### src/rtl/zaa_pkg.sv
// zone alarm annunciator constants, carriers and defaults
// assumes 20 MHz system clock; loop state is classified upstream
package zaa_pkg;
  localparam int ZONES = 8;
  localparam int CLK_HZ = 20_000_000;
  localparam int HOLD_MS = 3000;
  localparam int DEBOUNCE_MS = 20;
  localparam int FLASH_HZ = 2;
  localparam int PULSE_HZ = 1;
  localparam int HOLD_CYC = CLK_HZ / 1000 * HOLD_MS + 1;
  localparam int DEBOUNCE_CYC = CLK_HZ / 1000 * DEBOUNCE_MS;
  localparam int FLASH_HALF_CYC = CLK_HZ / (2 * FLASH_HZ);
  localparam int PULSE_HALF_CYC = CLK_HZ / (2 * PULSE_HZ);
  localparam int CNT_W = 27;
  localparam logic [ZONES-1:0] LATCH_DEFAULT = 8'hff;
  localparam logic [ZONES-1:0] ARMED_DEFAULT = 8'hff;

  typedef struct packed {
    logic acknowledge_n;
    logic reset_n;
    logic lamp_test_n;
    logic shunt_lock_n;
  } zaa_aux_t;

  typedef struct packed {
    logic [ZONES-1:0] yellow;
    logic [ZONES-1:0] green;
    logic [ZONES-1:0] red;
  } zaa_leds_t;
endpackage : zaa_pkg

### src/rtl/zaa_annunciator.sv
// eight-zone alarm annunciator: leds, sounder, zone and common outputs
// assumes synchronous inputs, loop alarm already classified per zone
module zaa_annunciator #(
  parameter int HOLD_CYC       = zaa_pkg::HOLD_CYC,
  parameter int DEBOUNCE_CYC   = zaa_pkg::DEBOUNCE_CYC,
  parameter int FLASH_HALF_CYC = zaa_pkg::FLASH_HALF_CYC,
  parameter int PULSE_HALF_CYC = zaa_pkg::PULSE_HALF_CYC
) (
  input  wire logic                      clock_in,        // 20 MHz clock
  input  wire logic                      reset_n_in,      // async reset, active low
  input  wire logic [zaa_pkg::ZONES-1:0] loop_alarm_in,   // loop out of secure band
  input  wire logic [zaa_pkg::ZONES-1:0] button_in,       // zone pushbutton, high pressed
  input  wire zaa_pkg::zaa_aux_t         aux_in,          // aux controls, active low
  input  wire logic                      delay_active_in, // entry or exit delay running
  input  wire logic                      cfg_load_in,     // host config strobe
  input  wire logic [zaa_pkg::ZONES-1:0] cfg_latch_in,    // per-zone latched output mode
  output zaa_pkg::zaa_leds_t             leds_out,        // zone status leds
  output logic [zaa_pkg::ZONES-1:0]      zone_out_out,    // individual zone outputs
  output logic [zaa_pkg::ZONES-1:0]      zone_oe_out,     // open collector enables
  output logic                           sounder_out,     // common output 1, sounder
  output logic                           relay_out        // common output 2, relay
);
  localparam int N = zaa_pkg::ZONES;
  localparam int W = zaa_pkg::CNT_W;

  logic rst_meta_q, rst_sync_q;
  always_ff @(posedge clock_in or negedge reset_n_in) begin
    if (!reset_n_in) begin
      rst_meta_q <= 1'b0;
      rst_sync_q <= 1'b0;
    end else begin
      rst_meta_q <= 1'b1;
      rst_sync_q <= rst_meta_q;
    end
  end

  function automatic logic wrap(input logic [W-1:0] cnt, input int lim);
    return cnt >= W'(lim - 1);
  endfunction

  // shared flash and pulse timebases
  logic [W-1:0] flash_cnt_q, pulse_cnt_q;
  logic         flash_q, pulse_q;
  always_ff @(posedge clock_in or negedge rst_sync_q) begin
    if (!rst_sync_q) begin
      flash_cnt_q <= '0;
      pulse_cnt_q <= '0;
      flash_q     <= 1'b0;
      pulse_q     <= 1'b0;
    end else begin
      flash_cnt_q <= wrap(flash_cnt_q, FLASH_HALF_CYC) ? '0 : flash_cnt_q + 1'b1;
      pulse_cnt_q <= wrap(pulse_cnt_q, PULSE_HALF_CYC) ? '0 : pulse_cnt_q + 1'b1;
      if (wrap(flash_cnt_q, FLASH_HALF_CYC)) flash_q <= ~flash_q;
      if (wrap(pulse_cnt_q, PULSE_HALF_CYC)) pulse_q <= ~pulse_q;
    end
  end

  // aux inputs: level acts, acknowledge and reset as one-cycle edges
  logic ack_lvl_q, rst_lvl_q;
  always_ff @(posedge clock_in or negedge rst_sync_q) begin
    if (!rst_sync_q) begin
      ack_lvl_q <= 1'b0;
      rst_lvl_q <= 1'b0;
    end else begin
      ack_lvl_q <= ~aux_in.acknowledge_n;
      rst_lvl_q <= ~aux_in.reset_n;
    end
  end
  logic aux_ack, aux_rst, shunt_locked, lamp_test;
  assign aux_ack      = ~aux_in.acknowledge_n & ~ack_lvl_q;
  assign aux_rst      = ~aux_in.reset_n & ~rst_lvl_q;
  assign shunt_locked = ~aux_in.shunt_lock_n;
  assign lamp_test    = ~aux_in.lamp_test_n;

  // per-zone button debounce and hold timing
  logic [N-1:0]        btn_q, short_q, long_q, long_done_q;
  logic [N-1:0][W-1:0] deb_cnt_q, hold_cnt_q;
  always_ff @(posedge clock_in or negedge rst_sync_q) begin
    if (!rst_sync_q) begin
      btn_q       <= '0;
      short_q     <= '0;
      long_q      <= '0;
      long_done_q <= '0;
      deb_cnt_q   <= '0;
      hold_cnt_q  <= '0;
    end else begin
      for (int z = 0; z < N; z++) begin
        short_q[z] <= 1'b0;
        long_q[z]  <= 1'b0;
        if (button_in[z] == btn_q[z]) begin
          deb_cnt_q[z] <= '0;
        end else if (wrap(deb_cnt_q[z], DEBOUNCE_CYC)) begin
          deb_cnt_q[z] <= '0;
          btn_q[z]     <= button_in[z];
          if (!button_in[z] && !long_done_q[z]) short_q[z] <= 1'b1;
        end else begin
          deb_cnt_q[z] <= deb_cnt_q[z] + 1'b1;
        end
        if (!btn_q[z]) begin
          hold_cnt_q[z]  <= '0;
          long_done_q[z] <= 1'b0;
        end else if (!long_done_q[z]) begin
          if (wrap(hold_cnt_q[z], HOLD_CYC)) begin
            long_q[z]      <= 1'b1;
            long_done_q[z] <= 1'b1;
          end else begin
            hold_cnt_q[z] <= hold_cnt_q[z] + 1'b1;
          end
        end
      end
    end
  end

  // zone alarm state
  logic [N-1:0] prev_loop_q, alarmed_q, acked_q, armed_q, latch_mode_q, latch_out_q;
  logic [N-1:0] new_alarm;
  assign new_alarm = loop_alarm_in & ~prev_loop_q & armed_q;

  always_ff @(posedge clock_in or negedge rst_sync_q) begin
    if (!rst_sync_q) begin
      prev_loop_q  <= '0;
      alarmed_q    <= '0;
      acked_q      <= '0;
      armed_q      <= zaa_pkg::ARMED_DEFAULT;
      latch_mode_q <= zaa_pkg::LATCH_DEFAULT;
      latch_out_q  <= '0;
    end else begin
      prev_loop_q <= loop_alarm_in;
      if (cfg_load_in) latch_mode_q <= cfg_latch_in;
      for (int z = 0; z < N; z++) begin
        if (long_q[z] && !shunt_locked) armed_q[z] <= ~armed_q[z];
        if (new_alarm[z]) begin
          alarmed_q[z]   <= 1'b1;
          acked_q[z]     <= 1'b0;
          latch_out_q[z] <= 1'b1;
        end else if (alarmed_q[z] && !acked_q[z] && (short_q[z] || aux_ack)) begin
          acked_q[z] <= 1'b1;
        end else if (alarmed_q[z] && acked_q[z] && !loop_alarm_in[z]
                     && (short_q[z] || aux_rst)) begin
          alarmed_q[z]   <= 1'b0;
          acked_q[z]     <= 1'b0;
          latch_out_q[z] <= 1'b0;
        end
      end
    end
  end

  // sounder silence, re-armed by any new alarm
  logic silenced_q;
  always_ff @(posedge clock_in or negedge rst_sync_q) begin
    if (!rst_sync_q) begin
      silenced_q <= 1'b0;
    end else if (|new_alarm) begin
      silenced_q <= 1'b0;
    end else if (aux_ack || |(short_q & alarmed_q & ~acked_q)) begin
      silenced_q <= 1'b1;
    end
  end

  logic [N-1:0] live_alarm;
  assign live_alarm = loop_alarm_in & armed_q;

  // a fresh alarm sounds in the same cycle as the relay, even if silenced
  logic sound_alarm;
  assign sound_alarm = |new_alarm || (|(alarmed_q & ~acked_q) && !silenced_q);

  always_ff @(posedge clock_in or negedge rst_sync_q) begin
    if (!rst_sync_q) begin
      leds_out     <= '0;
      zone_out_out <= '0;
      sounder_out  <= 1'b0;
      relay_out    <= 1'b0;
    end else begin
      if (lamp_test) begin
        leds_out <= '1;
      end else begin
        leds_out.green  <= ~loop_alarm_in;
        leds_out.red    <= alarmed_q & (acked_q | {N{flash_q}});
        leds_out.yellow <= ~armed_q;
      end
      for (int z = 0; z < N; z++)
        zone_out_out[z] <= latch_mode_q[z] ? (latch_out_q[z] | new_alarm[z]) : live_alarm[z];
      if (sound_alarm)
        sounder_out <= 1'b1;
      else
        sounder_out <= delay_active_in & pulse_q;
      relay_out <= |live_alarm;
    end
  end
  assign zone_oe_out = zone_out_out;

endmodule // zaa_annunciator

### config.mk
export PLATFORM = sky130hd
export DESIGN_NAME = zaa_annunciator
export DESIGN_NICKNAME = d
export VERILOG_FILES = /design/src/rtl/zaa_pkg.sv /design/src/rtl/zaa_annunciator.sv
export SDC_FILE = /design/constraint.sdc
export NUM_CORES = 1
export LEC_CHECK = 0
export ABC_AREA = 0
export BUFFER_PORTS_ARGS = -buffer_cell sky130_fd_sc_hd__buf_2
export CORE_MARGIN = 2
export CORE_UTILIZATION = 40
export CTS_CLUSTER_DIAMETER = 120
export DETAILED_ROUTE_END_ITERATION = 6
export GPL_TIMING_DRIVEN = 0
export PLACE_DENSITY = 0.55
export SYNTH_ARGS = -nofsm -noshare
export SYNTH_HDL_FRONTEND = slang
export SYNTH_SLANG_ARGS = --single-unit
### constraint.sdc
create_clock -name clock_in -period 24.7 [get_ports clock_in]
set_input_delay 2.47 -clock clock_in [delete_from_list [all_inputs] [get_ports clock_in]]
set_output_delay 2.47 -clock clock_in [all_outputs]
set_load 0.02 [all_outputs]
==> impl_metrics.py <==
metrics = {
    "finish": {
        "fin_util": 0.464,
        "syn_to_final_growth_pct": 15.5,
        "stdcell_area_um2": 32300,
        "multi_input_area_um2": 12500,
        "fillers": 6558,
        "nets": 3091,
        "regArea_um2": 15000,
        "drive_above_1_share": 0.0904,
    },
    "pwr": {
        "clkPwrFrac": 0.470,
        "peakVddDrop_uv": 46.0,
        "p_per_area_nw_per_um2": 67.3,
        "power.switching_w": 0.000510,
        "seq_power_share": 0.476,
        "sw_frac_of_total": 0.234,
        "intPower_w": 0.00167,
        "comb_power_share": 0.053,
        "p_leak_nw": 13.1,
    },
    "timing": {
        "setup_viol": 0,
        "whs_ns": 0.354,
        "hold_violations": 0,
        "worst_slack_ns": 20.92,
        "finalCritPeriodShare": 0.153,
        "rsz0062_at_grt": "false",
        "slew_headroom": 0.127,
        "worst_pin_slew_ns": 1.31,
        "period_needed_ns": 3.78,
        "fmax_mhz": 265,
        "slew_violations": 0,
        "clock_skew_ns": 0.0274,
        "setup_tns_ns": 0,
    },
    "yosys": {
        "syn_avg_cell_area_um2": 9.96,
        "synth_top_area_cell": "dfrtp_1",
        "ys_seq_area_frac": 0.536,
        "synth_top_area_frac": 0.521,
        "yosysWarnings": 0,
        "synth_common_cells": "dfrtp_1 (583), nor2_1 (351), nand2_1 (265)",
        "synth-seq-cells": 599,
        "synth_edf_count": 0,
        "async_flop_share": 1.00,
        "synthCells": 2812,
        "synthTopCellsByArea": "dfrtp_1 (52%), nor2_1 (4.7%), xnor2_1 (3.9%)",
        "synth_area_um2": 28000,
        "synth_most_common_cell": "dfrtp_1",
        "synth_cell_types": 80,
        "synth_ff_type": "dfrtp_1",
    },
    "place": {
        "post-place-ws_ns": 20.34,
        "place_area_um2": 30000,
        "io_buffers": 71,
        "dp_hpwl_um": 43400,
        "routabilityCongestion": 0.823,
    },
    "global_routing": {
        "grt_usage": 0.175,
        "grt_max_degree": 72,
        "grt_pass1_vias": 20899,
        "grt_pass1_wl_um": 104000,
        "antenna_found_initial": 3,
        "grt_overflow": 0,
    },
    "setup_path": {
        "worstSetupStartpointType": "flop",
        "crit_type": "flop to output port",
        "cp.required_ns": 22.23,
        "cp-end-kind": "output port",
        "cp.arrival_ns": 1.31,
        "critical_path.max_fanout": 2,
    },
    "clock_tree": {
        "cts-root-buf": "clkbuf_16",
        "cts_buffer_depth": 3,
        "clkSinkCount": 599,
        "clk_latency_ns": 0.61,
        "post_cts_buffers": 0,
        "cts_resized": 0,
        "cts_inserted_buffers": 69,
        "cts_tree": "yes",
        "cts_hold_buf": 0,
        "clk_pin_slew_ns": 0.06,
        "h-tree-depth": 3,
    },
    "flow_run": {
        "maxCapViolCount": 0,
    },
    "outcome": {
        "status": "complete, no violations",
    },
    "die": {
        "chipWidth_um": 269,
        "dieArea_um2": 72100,
        "fp-row-count": 97,
        "initial_core_util": 0.402,
        "ios": 74,
        "die_h_um": 269,
        "core_um2": 69700,
    },
    "drt": {
        "routed_wl_um": 62500,
        "num_vias": 21313,
        "wl_per_cell_um": 15.5,
        "dr.pass1.iters": 7,
        "route.detailed.drc": 0,
        "via_per_inst": 5.29,
        "drtIter0Drc": 1498,
        "postRouteAntennaNets": 0,
    },
    "worst_hold_path": {
        "worst_hold_path_type": "flop to flop",
    },
}
-- routing by layer --
layer	vias up	part of all wire	track usage	wire length (µm)
met2	340	0.45	0.271	28200
met4	4	0.018	0.0514	1120
met1	10520	0.49	0.252	30600
met5	-	0.00042	0	26
met3	85	0.041	0.0300	2560
li1	10364	-	-	-
-- registers in the layout, summed over array words and instances (netlist names), 3 cells and up --
signal	cells
deb_cnt_q	216
hold_cnt_q	216
flash_cnt_q	27
pulse_cnt_q	27
leds_out	24
acked_q	8
armed_q	8
btn_q	8
latch_mode_q	8
long_done_q	8
long_q	8
prev_loop_q	8
short_q	8
zone_oe_out	8
latch_out_q	5
alarmed_q	3
-- cell usage in the layout, fill, tap and decap left out, types with 12 or more instances in the layout --
master     synthesis  final
a211o_1           12     12
a21oi_1          130    130
and2_1            26     26
and3_1            52     52
and4_1            18     18
buf_2             11     82
clkbuf_1          73     90
clkbuf_16          0     73
conb_1             2     72
dfrtp_1          583    582
dfstp_2           16     16
ha_1              26     26
inv_1             81     81
mux2_2            16     16
mux2i_1           36     36
nand2_1          265    265
nand2b_1          33     33
nand3_1          147    147
nand4_1           84     84
nor2_1           351    351
nor3_1            62     62
nor4_1            77     77
o211ai_1          20     20
o21a_1            19     19
o21ai_0           95     95
o31ai_1           53     53
or3_1             74     74
or4_1             50     50
xnor2_1          125    125
xor2_1           106    106
-- power by group through the flow --
stage	combinational, W	clock (W)	sequential (W)
after floorplan	0.0000540	0	0.00107
after global placement	0.0000923	0	0.00107
after detailed placement	0.000117	0	0.00106
after CTS	0.000118	0.00106	0.00104
after global routing	0.000131	0.00110	0.00104
final	0.000116	0.00102	0.00104
-- kinds of logic (layout without fill, tap and decap cells) --
family,after synthesis,after routing,synth area share
AOI/OAI and AO/OA,431,431,0.102
xor gates and xnor gates,231,231,0.0722
adders and majority gates,26,26,0.0116
buffers and inverters,177,380,0.0258
DFF,599,599,0.536
muxes,52,52,0.0193
other,2,73,0.000268
and+or+nand+nor,1294,1294,0.233
-- through the flow --
| stage | instances | total power, W |
|---|---|---|
| after detailed placement | 3902 | 0.00117 |
| after global routing | 4025 | 0.00227 |
| final | 4026 | 0.00218 |
| after CTS | 4025 | 0.00221 |
| after global placement | 3893 | 0.00117 |
| after floorplan | 2882 | 0.00112 |
-- area by class of cell --
| type | count | share of cell area |
|---|---|---|
| diodes | 1 | 0.0000774 |
| plain buffers | 95 | 0.0128 |
| clock buffers | 101 | 0.0631 |
| clock inverters | 22 | 0.00778 |
| inverters | 82 | 0.00952 |
| multi-input cells | 2106 | 0.388 |
| flip-flops and latches | 599 | 0.464 |
| well taps | 940 | 0.0364 |
| repair buffers | 80 | 0.0184 |
-- critical path, cell delays in order, from the launching register on --
cell and delay [ns]:
dfrtp_1 0.41, buf_4 0.15, buf_2 0.15
-- worst paths after layout --
| check | start | end | slack, ns | cells past startpoint |
|---|---|---|---|---|
| worst max-delay path | zone_oe_out[5] | zone_out_out[5] | 20.92 | 2 |
| worst min-delay path | rst_meta_q | rst_sync_q | 0.35 | 0 |
| worst max register to register | hold_cnt_q[149] | hold_cnt_q[156] | 22.00 | 6 |
| max in group asynchronous | reset_n_in | rst_sync_q | 22.95 | 1 |
| min in group asynchronous | rst_sync_q | zone_oe_out[3] | 0.37 | 0 |
| worst min register to register | rst_meta_q | rst_sync_q | 0.35 | 0 |
Power figures use the tool's default switching activity.
